==> config.mk <==
export PLATFORM = sky130hd
export DESIGN_NAME = lbtr_ctrl
export DESIGN_NICKNAME = d
export VERILOG_FILES = /design/src/hdl/lbtr_pkg.sv /design/src/hdl/lbtr_ctrl.sv /design/src/hdl/lbtr_sup_sel.sv /design/src/hdl/lbtr_timer.sv
export SDC_FILE = /design/constraint.sdc
export NUM_CORES = 1
export LEC_CHECK = 0
export ABC_AREA = 1
export BUFFER_PORTS_ARGS = -buffer_cell sky130_fd_sc_hd__buf_2
export CAP_MARGIN = 40
export CORE_MARGIN = 4
export CORE_UTILIZATION = 57
export DETAILED_ROUTE_END_ITERATION = 10
export GPL_TIMING_DRIVEN = 1
export PLACE_DENSITY = 0.78
export SLEW_MARGIN = 30
export SYNTH_ARGS = -nofsm -noshare
export SYNTH_HDL_FRONTEND = slang
export SYNTH_SLANG_ARGS = --single-unit
==> constraint.sdc <==
create_clock -name clk_i -period 3.9 [get_ports clk_i]
set_input_delay 0.39 -clock clk_i [delete_from_list [all_inputs] [get_ports clk_i]]
set_output_delay 0.39 -clock clk_i [all_outputs]
set_load 0.05 [all_outputs]
==> src/hdl/lbtr_pkg.sv <==
// Constants and types shared by the busy and timer recovery control block.
// Assumes one 10 MHz clock; all sequence numbers are 7 bits wide.
// Functional notes
// - Valid RNR outside mode setting sets peer busy
// - RNR poll answered RR, REJ or RNR final
// - RNR final response clears recovery, loads V(S)
// - No information frames while peer busy
// - Polled RR/RNR commands never change V(S)
// - RNR N(R) acknowledges frames; V(A) takes it
// - Restart T200 after RNR unless final expected
// - T200 expiry enters recovery or counts retries
// - Below N200: restart T200, send polled enquiry
// - At N200: re-establish and report error
// - Poll answered promptly with final, busy shown
// - Final response resets T200; RR/REJ clear busy
// - Enquiry RR/REJ clears busy, sending still waits
// - Enquiry RNR keeps busy, poll gets final
// - SABME clears peer busy
// - Supervisory type: RNR, REJ, else RR
// - Entering own busy sends RNR promptly
// - Busy: information frames dropped after V(A) update
// - Busy: supervisory frames processed, poll gets RNR
// - Leaving busy sends RR or REJ
// - Final response ends recovery, loads valid N(R)
// - Re-establishment on listed events
// - Stop new frames at V(A) plus k
package lbtr_pkg;
  localparam int unsigned SEQ_W       = 7;
  localparam int unsigned T200_MS     = 1000;
  localparam int unsigned CLK_KHZ     = 10000;
  localparam int unsigned T200_CYC    = T200_MS * CLK_KHZ;
  localparam int unsigned N200_DEF    = 3;
  localparam int unsigned K_DEF       = 7;
  localparam int unsigned CNT_W       = 4;
  localparam logic [1:0]  ST_RR       = 2'h0;
  localparam logic [1:0]  ST_RNR      = 2'h1;
  localparam logic [1:0]  ST_REJ      = 2'h2;
  typedef logic [SEQ_W-1:0] lbtr_seq_t;
  typedef enum logic [1:0] {
    LBTR_IDLE  = 2'h0,
    LBTR_EST   = 2'h1,
    LBTR_RECOV = 2'h3
  } lbtr_state_e;
endpackage : lbtr_pkg

==> src/hdl/lbtr_ctrl.sv <==
// Busy and timer recovery control for one multiple-frame link entity.
// Assumes decoded, validated received frames arrive as one-cycle pulses
// with their N(R), and the transmit side takes one send request per cycle.
`timescale 1ns/100ps
module lbtr_ctrl
  import lbtr_pkg::*;
#(
  parameter int unsigned T200_CYCLES = T200_CYC,
  parameter int unsigned N200        = N200_DEF,
  parameter int unsigned K_WIN       = K_DEF
) (
  input  wire logic            clk_i,
  input  wire logic            resetn_i,
  input  wire logic            rx_valid_i,
  input  wire logic            rx_is_i_i,
  input  wire logic            rx_is_sup_i,
  input  wire logic      [1:0] rx_sup_type_i,
  input  wire logic            rx_cmd_i,
  input  wire logic            rx_pf_i,
  input  wire lbtr_seq_t       rx_nr_i,
  input  wire logic            rx_sabme_i,
  input  wire logic            rx_frmr_i,
  input  wire logic            rx_dm_i,
  input  wire logic            rx_ua_i,
  input  wire logic            mode_setting_i,
  input  wire logic            est_req_i,
  input  wire logic            frame_reject_i,
  input  wire logic            reest_opt_i,
  input  wire logic            own_busy_i,
  input  wire logic            seq_err_i,
  input  wire logic            rej_sent_i,
  input  wire lbtr_seq_t       vr_i,
  input  wire logic            i_sent_i,
  input  wire logic            i_pending_i,
  output logic                 sup_req_o,
  output logic           [1:0] sup_type_o,
  output logic                 sup_cmd_o,
  output logic                 sup_pf_o,
  output lbtr_seq_t            sup_nr_o,
  output logic                 i_allow_o,
  output logic                 i_discard_o,
  output lbtr_seq_t            vs_o,
  output lbtr_seq_t            va_o,
  output logic                 peer_busy_o,
  output logic                 recovery_o,
  output logic     [CNT_W-1:0] retry_cnt_o,
  output logic                 reest_o,
  output logic                 mdl_error_o
);
  lbtr_state_e      st_r, st_nxt;
  lbtr_seq_t        vs_r, vs_nxt, va_r, va_nxt;
  logic             pbusy_r, pbusy_nxt;
  logic             fexp_r, fexp_nxt;
  logic [CNT_W-1:0] rc_r, rc_nxt;
  logic             obusy_r;
  logic             sreq_r, sreq_nxt, scmd_r, scmd_nxt, spf_r, spf_nxt;
  logic [1:0]       styp_r, styp_nxt;
  logic             disc_r, disc_nxt, re_r, re_nxt, err_r, err_nxt;
  logic             t_start, t_stop, t_run, t_exp;
  logic [1:0]       sel_type;
  logic             s_rr, s_rnr, s_rej, s_fresp, s_poll, nr_ok;
  lbtr_seq_t        nr_off, vs_off, out_cnt;

  lbtr_timer #(.CYCLES(T200_CYCLES)) u_t200 (
    .clk_i     (clk_i),
    .resetn_i  (resetn_i),
    .start_i   (t_start),
    .stop_i    (t_stop),
    .running_o (t_run),
    .expire_o  (t_exp)
  );

  lbtr_sup_sel u_sel (
    .own_busy_i (own_busy_i),
    .seq_err_i  (seq_err_i),
    .rej_sent_i (rej_sent_i),
    .sup_type_o (sel_type)
  );

  always_comb begin
    s_rr    = rx_valid_i && rx_is_sup_i && (rx_sup_type_i == ST_RR);
    s_rnr   = rx_valid_i && rx_is_sup_i && (rx_sup_type_i == ST_RNR);
    s_rej   = rx_valid_i && rx_is_sup_i && (rx_sup_type_i == ST_REJ);
    s_fresp = rx_valid_i && rx_is_sup_i && !rx_cmd_i && rx_pf_i;
    s_poll  = rx_valid_i && rx_cmd_i && rx_pf_i && (rx_is_sup_i || rx_is_i_i);
    // Wrapping subtraction keeps the window test modulo 128
    nr_off  = rx_nr_i - va_r;
    vs_off  = vs_r - va_r;
    out_cnt = vs_r - va_r;
    nr_ok   = (nr_off <= vs_off);
  end

  always_comb begin
    st_nxt    = st_r;
    vs_nxt    = vs_r;
    va_nxt    = va_r;
    pbusy_nxt = pbusy_r;
    fexp_nxt  = fexp_r;
    rc_nxt    = rc_r;
    sreq_nxt  = 1'b0;
    styp_nxt  = sel_type;
    scmd_nxt  = 1'b0;
    spf_nxt   = 1'b0;
    disc_nxt  = 1'b0;
    re_nxt    = 1'b0;
    err_nxt   = 1'b0;
    t_start   = 1'b0;
    t_stop    = 1'b0;
    if (st_r == LBTR_IDLE && !est_req_i && !rx_sabme_i) begin
      st_nxt = LBTR_IDLE;
    end
    if (i_sent_i) begin
      vs_nxt = vs_r + 7'h1;
      if (!t_run) begin
        t_start = 1'b1;
      end
    end
    if (rx_valid_i && (rx_is_sup_i || rx_is_i_i) && nr_ok) begin
      va_nxt = rx_nr_i;
    end
    // Every I frame is dropped while busy, whether or not its N(R) was usable
    if (rx_valid_i && rx_is_i_i && own_busy_i) begin
      disc_nxt = 1'b1;
    end
    if (s_rnr && !mode_setting_i) begin
      pbusy_nxt = 1'b1;
      if (!(s_fresp && fexp_r)) begin
        if (!fexp_r) begin
          t_start = 1'b1;
        end
      end
    end
    if ((s_rr || s_rej) && !(rx_cmd_i == 1'b0 && rx_pf_i && fexp_r)) begin
      // Busy clears; while a final is expected, sending waits for it
      pbusy_nxt = 1'b0;
    end
    if (s_fresp && fexp_r) begin
      st_nxt   = LBTR_EST;
      fexp_nxt = 1'b0;
      if (nr_ok) begin
        vs_nxt = rx_nr_i;
      end
      if (s_rnr) begin
        t_start = 1'b1;
      end else begin
        pbusy_nxt = 1'b0;
        t_stop    = 1'b1;
      end
    end
    // Polled commands leave V(S) alone: only the branch above loads it
    if (s_poll) begin
      sreq_nxt = 1'b1;
      spf_nxt  = 1'b1;
      styp_nxt = own_busy_i ? ST_RNR : ST_RR;
      if (!own_busy_i && rx_is_sup_i) begin
        styp_nxt = sel_type;
      end
    end else if (own_busy_i != obusy_r) begin
      // Entering busy sends RNR, leaving sends RR or REJ with V(R)
      sreq_nxt = 1'b1;
      styp_nxt = sel_type;
    end
    if (t_exp) begin
      if (st_r != LBTR_RECOV) begin
        st_nxt = LBTR_RECOV;
        rc_nxt = '0;
      end else begin
        rc_nxt = rc_r + 1'b1;
      end
      if ((st_r != LBTR_RECOV) || (rc_r + 1'b1 < CNT_W'(N200))) begin
        t_start  = 1'b1;
        sreq_nxt = 1'b1;
        scmd_nxt = 1'b1;
        spf_nxt  = 1'b1;
        styp_nxt = sel_type;
        fexp_nxt = 1'b1;
      end else begin
        re_nxt   = 1'b1;
        err_nxt  = 1'b1;
        st_nxt   = LBTR_EST;
        fexp_nxt = 1'b0;
      end
    end
    if (rx_sabme_i) begin
      pbusy_nxt = 1'b0;
    end
    if ((rx_sabme_i && st_r != LBTR_IDLE) || est_req_i || frame_reject_i
        || (rx_frmr_i && st_r != LBTR_IDLE)
        || (rx_dm_i && !rx_pf_i && st_r != LBTR_IDLE)
        || (rx_dm_i && rx_pf_i && st_r == LBTR_RECOV)
        || (reest_opt_i && (rx_ua_i || (rx_dm_i && rx_pf_i)) && st_r == LBTR_EST)) begin
      re_nxt = 1'b1;
      if (!est_req_i && !rx_sabme_i) begin
        err_nxt = 1'b1;
      end
    end
    if (re_nxt) begin
      st_nxt   = LBTR_EST;
      fexp_nxt = 1'b0;
      rc_nxt   = '0;
      t_stop   = 1'b1;
    end
  end

  always_ff @(posedge clk_i or negedge resetn_i) begin
    if (!resetn_i) begin
      st_r    <= LBTR_IDLE;
      vs_r    <= '0;
      va_r    <= '0;
      pbusy_r <= 1'b0;
      fexp_r  <= 1'b0;
      rc_r    <= '0;
      obusy_r <= 1'b0;
      sreq_r  <= 1'b0;
      styp_r  <= ST_RR;
      scmd_r  <= 1'b0;
      spf_r   <= 1'b0;
      disc_r  <= 1'b0;
      re_r    <= 1'b0;
      err_r   <= 1'b0;
    end else begin
      st_r    <= st_nxt;
      vs_r    <= vs_nxt;
      va_r    <= va_nxt;
      pbusy_r <= pbusy_nxt;
      fexp_r  <= fexp_nxt;
      rc_r    <= rc_nxt;
      obusy_r <= own_busy_i;
      sreq_r  <= sreq_nxt;
      styp_r  <= styp_nxt;
      scmd_r  <= scmd_nxt;
      spf_r   <= spf_nxt;
      disc_r  <= disc_nxt;
      re_r    <= re_nxt;
      err_r   <= err_nxt;
    end
  end

  // Window check guards new frames only; retransmission is the sender's call
  assign i_allow_o   = i_pending_i && !pbusy_r && !fexp_r
                       && (out_cnt < SEQ_W'(K_WIN));
  assign sup_req_o   = sreq_r;
  assign sup_type_o  = styp_r;
  assign sup_cmd_o   = scmd_r;
  assign sup_pf_o    = spf_r;
  assign sup_nr_o    = vr_i;
  assign i_discard_o = disc_r;
  assign vs_o        = vs_r;
  assign va_o        = va_r;
  assign peer_busy_o = pbusy_r;
  assign recovery_o  = (st_r == LBTR_RECOV);
  assign retry_cnt_o = rc_r;
  assign reest_o     = re_r;
  assign mdl_error_o = err_r;
endmodule : lbtr_ctrl

==> src/hdl/lbtr_sup_sel.sv <==
// Chooses the supervisory frame type from own receiver state.
// Pure combinational; inputs come unregistered straight from the caller's ports.
`timescale 1ns/100ps
module lbtr_sup_sel
  import lbtr_pkg::*;
(
  input  wire logic       own_busy_i,
  input  wire logic       seq_err_i,
  input  wire logic       rej_sent_i,
  output logic      [1:0] sup_type_o
);
  always_comb begin
    if (own_busy_i) begin
      sup_type_o = ST_RNR;
    end else if (seq_err_i && !rej_sent_i) begin
      sup_type_o = ST_REJ;
    end else begin
      sup_type_o = ST_RR;
    end
  end
endmodule : lbtr_sup_sel

==> src/hdl/lbtr_timer.sv <==
// T200 down counter with start, stop and expiry pulse.
// Assumes start and stop come from logic on the same clock.
`timescale 1ns/100ps
module lbtr_timer
  import lbtr_pkg::*;
#(
  parameter int unsigned CYCLES = T200_CYC
) (
  input  wire logic clk_i,
  input  wire logic resetn_i,
  input  wire logic start_i,
  input  wire logic stop_i,
  output logic      running_o,
  output logic      expire_o
);
  logic [31:0] cnt_r;
  logic [31:0] cnt_nxt;
  logic        run_r;
  logic        run_nxt;
  logic        exp_r;
  logic        exp_nxt;

  always_comb begin
    cnt_nxt = cnt_r;
    run_nxt = run_r;
    exp_nxt = 1'b0;
    if (start_i) begin
      // Restart wins over stop so a reset-and-restart is one pulse
      cnt_nxt = 32'(CYCLES - 1);
      run_nxt = 1'b1;
    end else if (stop_i) begin
      run_nxt = 1'b0;
    end else if (run_r) begin
      if (cnt_r == 32'h0) begin
        run_nxt = 1'b0;
        exp_nxt = 1'b1;
      end else begin
        cnt_nxt = cnt_r - 32'h1;
      end
    end
  end

  always_ff @(posedge clk_i or negedge resetn_i) begin
    if (!resetn_i) begin
      cnt_r <= 32'h0;
      run_r <= 1'b0;
      exp_r <= 1'b0;
    end else begin
      cnt_r <= cnt_nxt;
      run_r <= run_nxt;
      exp_r <= exp_nxt;
    end
  end

  assign running_o = run_r;
  assign expire_o  = exp_r;
endmodule : lbtr_timer

### After elaboration in Yosys (flattened, before gate mapping)

Cells that the tools add are included.

| cells by class | value |
|---|---|
| add/sub/neg operators | 5 |
| magnitude comparators | 3 |
| eq/ne operators | 8 |
| muxes and demuxes | 66 |
| bitwise operators | 1 |
| reduce and logical (&&, ||, !) cells | 62 |

Operators by type and width:

| kind | count |
|---|---|
| 2-to-1 mux 32 bit | 4 |
| 2-to-1 mux 1 bit | 44 |
| logical AND 1 bit | 34 |
| zero test 32 bit | 1 |
| subtractor 32 x 1 -> 32 bit (second input constant) | 1 |
| 2-to-1 mux 2 bit | 12 |
| 2-to-1 mux 7 bit | 3 |
| subtractor 7 bit | 2 |
| 2-to-1 mux 4 bit | 3 |
| zero test 1 bit | 10 |
| logical OR 1 bit | 10 |
| adder 7 x 1 -> 7 bit (second input constant) | 1 |
| <= comparator 7 bit | 1 |
| < comparator 7 x 3 -> 1 bit (second input constant) | 1 |
| inequality test 2 bit (second input constant) | 3 |
| nonzero test 2 bit | 3 |
| adder 4 x 1 -> 4 bit (second input constant) | 1 |
| equality test 2 x 1 -> 1 bit (second input constant) | 2 |
| equality test 2 bit (second input constant) | 2 |
| zero test 2 bit | 2 |
| < comparator 4 x 2 -> 1 bit (second input constant) | 1 |
| AND reduction 3 bit | 1 |
| nonzero test 3 bit | 1 |
| inequality test 1 bit | 1 |
| inverter 1 bit | 1 |

| word-level totals | value |
|---|---|
| register bits | 65 |
| input port bits | 36 |
| logic and storage cells | 162 |

### Depth between registers and ports, before layout

| logic depth | value |
|---|---|
| depth after elaboration | 12 |
| mapped depth | 18 |
| depth with buffers taken out | 18 |

### Hierarchy

A second synthesis with hierarchy kept.

| unflattened totals | value |
|---|---|
| cell total of the unflattened synthesis | 654 |
| area total of the unflattened synthesis | 4674.5 µm² |

By module, submodules not included:

| module | times used | cells each | area each (µm²) |
|---|---|---|---|
| lbtr_ctrl | 1 | 295 | 2342.2 |
| lbtr_timer | 1 | 355 | 2311.0 |
| lbtr_sup_sel | 1 | 4 | 21.3 |

### Least setup slack after synthesis

No wires, ideal clock.

| path | value |
|---|---|
| path kind | register to register |
| from | reg vs_r[0] (netlist: vs_o[0]) |
| to | reg va_r[3] (netlist: va_o[3]) |
| setup time | 0.119 ns |
| arrival | 2.975 ns |
| slack | 0.806 ns |
| stages on the path, launching flop included | 18 |
| buffers on the path | 1 |
| period minus slack after synthesis | 3.094 ns |
| cells stage by stage | dfrtp_1 > inv_1 > ha_1 > fa_1 > o21ai_0 > a21oi_1 > o21bai_1 > xnor2_1 > inv_1 > ha_1 > nand3_1 > nand2_1 > inv_1 > nand3_1 > nand2_4 > buf_6 > nand3_1 > nand2_1 |

| between the ends | value |
|---|---|
| cells in the longest elaborated chain, start to end | 3 |

Ends and longest elaborated chain:

| item | RTL line | source |
|---|---|---|
| from (decl) | lbtr_ctrl.sv:51 | `lbtr_seq_t vs_r, vs_nxt, va_r, va_nxt;` |
| from (signal assigned) | lbtr_ctrl.sv:223 | `vs_r <= vs_nxt;` |
| subtractor 7 bit | lbtr_ctrl.sv:88 | `vs_off = vs_r - va_r;` |
| <= comparator 7 bit | lbtr_ctrl.sv:90 | `nr_ok = (nr_off <= vs_off);` |
| logical AND 1 bit | lbtr_ctrl.sv:118 | `if (rx_valid_i && (rx_is_sup_i \|\| rx_is_i_i) && nr_ok) begin` |
| to (signal assigned) | lbtr_ctrl.sv:224 | `va_r <= va_nxt;` |
| to (decl) | lbtr_ctrl.sv:51 |  |

Every way passes these cells.
A chain may end at the register's enable or synchronous reset.

### Worst setup path in the final report

| path | value |
|---|---|
| from | reg vs_r[0] (netlist: vs_o[0]) |
| to | reg va_r[2] (netlist: va_o[2]) |

Same word-level chain as after synthesis.

==> impl_results.rst <==
.. list-table::
   :header-rows: 1

   * - Metric
     - Value
   * - Status
     - finished, final reports clean
   * - Tmin final
     - about 3.1 ns
   * - Leakage Power
     - 2.52 nW
   * - Kind of capture point of the worst setup path
     - register
   * - Switching part of the total
     - 50.1%
   * - Share of synthesized area spent on multiplexers
     - 0%
   * - Clock tree from TritonCTS
     - built
   * - Cells traversed along the worst timing path
     - inv_1, ha_1, fa_1, o21ai_0, a21oi_1, o21bai_1, xnor2_1, inv_1, ha_1, nand3_1, nand2_1, inv_1, nand3_1, nand2_4, nand2_2, nand2_1, nand2_1
   * - Post-CTS setup buffer count
     - 0
   * - Category of the most critical setup path
     - reg2reg
   * - Synth Net Count
     - approximately 660
   * - Simple-gate share of the synthesized area
     - 33.6%
   * - Switching component of the power
     - about 1.7 mW
   * - Core area
     - 7690 sq um
   * - EDFF count, synth
     - 0
   * - Number of global-route vias before repair
     - 3,945
   * - Mean cell area of the mapped netlist
     - 7.49 sq um
   * - Remaining antenna violation count after routing
     - 0
   * - Yosys warning total
     - 0
   * - Design internal power
     - 1.71 mW
   * - Share of the clock period used by the worst path after layout
     - 79.7%
   * - Detailed-route DRC error count
     - 0
   * - CP top delay family
     - adder cells
   * - Cts-stage hold buffer count
     - 0
   * - Aggregate routed wire length
     - 10,300 microns
   * - Via count
     - roughly 4k
   * - Number of max-cap violations
     - 0
   * - Number of pins exceeding their max-slew limit in the final report
     - 0
   * - Initial antenna violation count
     - 0
   * - I/O pin count
     - slightly above 70
   * - Count of antenna diodes in the layout
     - 0
   * - Cell variety after synth
     - 44
   * - Maximum cell stage delay along the critical path
     - 0.43 ns
   * - Unrepaired setup endpoints after global routing
     - no
   * - Effective utilization at floorplan
     - 58.1%
   * - Startpoint type of the worst setup path
     - register
   * - Cell total after placement
     - roughly 740
   * - Maximum number of pins on one net before global-route repair
     - 35
   * - Iteration-0 DRC Markers
     - 158
   * - Area of all placed cells without fillers
     - 4930 sq um
   * - Clock transition at the registers of the reported paths
     - 0.07 ns
   * - Total GRT Usage
     - approximately 24%
   * - Max FO, Critical Path
     - 16
   * - Proportion of layout cells with a drive suffix above 1
     - 15.8%
   * - Weighted congestion at the end of routability-driven global placement
     - about 0.93
   * - FP Rows
     - 32
   * - Class of the worst hold path
     - in2async
   * - Maximum vdd ir drop
     - 486 uV
   * - # port buffers
     - 57
   * - Number of nets in the finished design
     - 707
   * - Die height
     - about 97 microns
   * - Clock power share
     - 16.0%
   * - Area post-placement
     - 4740 sq um
   * - Required time worst endpoint
     - 4.13 ns
   * - Width of the chip
     - 96.5 microns
   * - Share of the synthesized netlist area taken by xor and xnor gates
     - 8.24%
   * - Layout Skew
     - 0.00885 ns
   * - Worst relative slew slack
     - 54.5%
   * - Top_reg_cell synth
     - sky130_fd_sc_hd__dfrtp_1
   * - Part of the power in registers
     - 25.8%
   * - Seq/Total Area, Yosys
     - 35.9%
   * - Adder-Cell Fraction of Synth Area
     - 7.06%
   * - Flip-flop and latch count after synthesis
     - 64
   * - Arrival time of data at the critical path endpoint
     - 3.34 ns
   * - Total die area
     - 9320 sq um
   * - Final setup violation count
     - 0
   * - First-pass GRT wire length
     - 17,500 microns
   * - H-tree levels
     - 3
   * - Grt ovf
     - 0
   * - Top achievable clock speed
     - ~320 MHz
   * - Cell count after synthesis
     - about 600
   * - Logic gate share of total power
     - 58.1%
   * - Power density over the cells
     - roughly 700 nW/um^2
   * - Area growth, synth to finish
     - 10.3%
   * - Dpl hpwl
     - 8110 microns
   * - Clock Sink Count
     - 64
   * - Buffers & Inverters on Critical Path
     - 3
   * - Post-synthesis instance area
     - around 4500 sq um
   * - Fraction of registers with async set or reset after synthesis
     - 100%
   * - Detailed-routing iteration count for the pre-antenna-repair pass
     - 4
   * - Buffer depth of the longest clock path
     - 2
   * - Final-report hold violation count
     - 0
   * - Detail-routed via count per cell
     - 5.30
   * - Number of gates given a new drive strength after cts
     - 0
   * - Clock insertion delay at the later pin of the skew report
     - 0.35 ns
   * - Post-synthesis compound-gate area fraction
     - 6.11%
   * - Routed WL per cell
     - 13.7 microns
   * - Sum of negative setup slack
     - 0 ns
   * - Buffer type at the clock tree root
     - sky130_fd_sc_hd__clkbuf_8
   * - Final-layout worst hold slack
     - between 0.07 and 0.08 ns
   * - Number of buffers inserted during clock tree synthesis
     - 9
   * - Slowest cell on the critical path
     - sky130_fd_sc_hd__dfrtp_1
   * - Final Non-Filler Cells
     - roughly 750
   * - Slew at the pin closest to its max-slew limit
     - slightly below 0.7 ns
   * - Main combinational cell family by area after synthesis
     - simple AND/OR/NAND/NOR gates
placed cells by master, fill, tap and decap left out, types with 2 or more instances in the layout:
cell                       instances
sky130_fd_sc_hd__inv_1            61
sky130_fd_sc_hd__a31oi_1           2
sky130_fd_sc_hd__buf_2            57
sky130_fd_sc_hd__nand2_4           2
sky130_fd_sc_hd__nand2_2           4
sky130_fd_sc_hd__dfrtp_1          64
sky130_fd_sc_hd__a21oi_1          13
sky130_fd_sc_hd__clkbuf_8          9
sky130_fd_sc_hd__nor3_2            2
sky130_fd_sc_hd__nand4_1          13
sky130_fd_sc_hd__clkinv_2          3
sky130_fd_sc_hd__o21ai_1          12
sky130_fd_sc_hd__o21ai_2           2
sky130_fd_sc_hd__nand2_1         157
sky130_fd_sc_hd__xnor2_1          10
sky130_fd_sc_hd__nor2_2            2
sky130_fd_sc_hd__nand3_1          60
sky130_fd_sc_hd__nor3_1            8
sky130_fd_sc_hd__ha_1             22
sky130_fd_sc_hd__or2_2             4
sky130_fd_sc_hd__or2_1             3
sky130_fd_sc_hd__nor4_2            2
sky130_fd_sc_hd__o21ai_0           8
sky130_fd_sc_hd__nor4_1            5
sky130_fd_sc_hd__nand3b_1          3
sky130_fd_sc_hd__xor2_1           32
sky130_fd_sc_hd__inv_2             6
sky130_fd_sc_hd__fa_1              2
sky130_fd_sc_hd__nor2_1           65
path summary, 6_finish.rpt:
check / startpoint / end / slack (ns) / cells past startpoint
setup / recovery: vs_o[0]$_DFF_PN0_ / va_o[2]$_DFFE_PN0P_ / 0.79 / 17
hold / removal: resetn_i / retry_cnt_o[3]$_DFFE_PN0P_ / 0.08 / 1
setup reg to reg: vs_o[0]$_DFF_PN0_ / va_o[2]$_DFFE_PN0P_ / 0.79 / 17
hold reg to reg: va_o[5]$_DFFE_PN0P_ / va_o[5]$_DFFE_PN0P_ / 0.51 / 2
max in group asynchronous: resetn_i / u_t200.cnt_r[3]$_DFFE_PN0P_ / 2.91 / 2
min in group clk_i: rej_sent_i / sup_type_o[1]$_DFF_PN0_ / 0.19 / 2
kinds of logic (layout without fill, tap and decap cells):
family          Yosys count  count (layout)
compound gates           46              46
simple gates            333             333
flops                    64              64
fa+ha+maj                24              24
buf+inv                  87             142
xor+xnor                 42              42
registers in the layout, summed over array words and instances (netlist names):
register / cells
sup_cmd_o: 1
reest_o: 1
sup_type_o: 2
u_t200.running_o: 1
fexp_r: 1
i_discard_o: 1
st_r: 2
retry_cnt_o: 4
u_t200.cnt_r: 32
peer_busy_o: 1
u_t200.expire_o: 1
sup_req_o: 1
va_o: 7
vs_o: 7
mdl_error_o: 1
sup_pf_o: 1
area by class of cell:
class | instances | area (sq um)
fillers | 695 | 2760
multi-input cells | 445 | 2460
flip-flops and latches | 64 | 1600
repair buffers | 58 | 293
inverters | 69 | 262
well taps | 102 | 128
clock buffers | 9 | 124
clock inverters | 6 | 61.3
Yosys cell counts, types with 2 or more instances:
cell                         n  share of area (%)
sky130_fd_sc_hd__fa_1        2               0.90
sky130_fd_sc_hd__nor2_2      2               0.28
sky130_fd_sc_hd__buf_2       3               0.34
sky130_fd_sc_hd__or2_2       4               0.56
sky130_fd_sc_hd__nand3b_1    3               0.50
sky130_fd_sc_hd__o21ai_2     2               0.39
sky130_fd_sc_hd__xnor2_1    10                2.0
sky130_fd_sc_hd__nor4_2      2               0.56
sky130_fd_sc_hd__nand4_1    13                1.8
sky130_fd_sc_hd__inv_2       6               0.50
sky130_fd_sc_hd__nand2_4     2               0.50
sky130_fd_sc_hd__nor4_1      5               0.70
sky130_fd_sc_hd__nand2_1   157                 13
sky130_fd_sc_hd__o21ai_1    12                1.3
sky130_fd_sc_hd__o21ai_0     8               0.90
sky130_fd_sc_hd__a31oi_1     2               0.28
sky130_fd_sc_hd__inv_1      61                5.1
sky130_fd_sc_hd__nor2_1     65                5.5
sky130_fd_sc_hd__nand3_1    60                6.7
sky130_fd_sc_hd__ha_1       22                6.2
sky130_fd_sc_hd__buf_6       6                1.5
sky130_fd_sc_hd__nor3_2      2               0.45
sky130_fd_sc_hd__nor3_1      8               0.90
sky130_fd_sc_hd__nand2_2     4               0.56
sky130_fd_sc_hd__buf_4       8                1.3
sky130_fd_sc_hd__or2_1       3               0.42
sky130_fd_sc_hd__xor2_1     32                6.3
sky130_fd_sc_hd__a21oi_1    13                1.5
sky130_fd_sc_hd__dfrtp_1    64                 36
per-stage QoR:
stage          setup WS, ns  total power, mW  util, %
6_report              0.792             3.42     64.1
5_1_grt               0.457             3.75     64.1
4_1_cts               0.800             3.43     64.1
3_5_place_dp          0.814             2.87     61.7
3_3_place_gp          0.951             2.80     61.7
2_1_floorplan         0.806             2.52        -
routing by layer:
layer  vias to the layer above  wire length [microns]  GRT usage, %
li1                       2017                      -             -
met3                        22                    662          5.19
met4                         0                    206          9.35
met1                      1834                   4380          30.3
met5                         -                      0             0
met2                       118                   5080          40.9
power groups by stage:
stage	registers, mW	clock network (mW)	logic (mW)
after floorplan	1.11	0	1.41
after global placement	0.888	0	1.91
after detailed placement	0.893	0	1.97
after CTS	0.881	0.562	1.99
after global routing	0.896	0.598	2.25
final	0.883	0.549	1.99
Power figures use the tool's default switching activity.
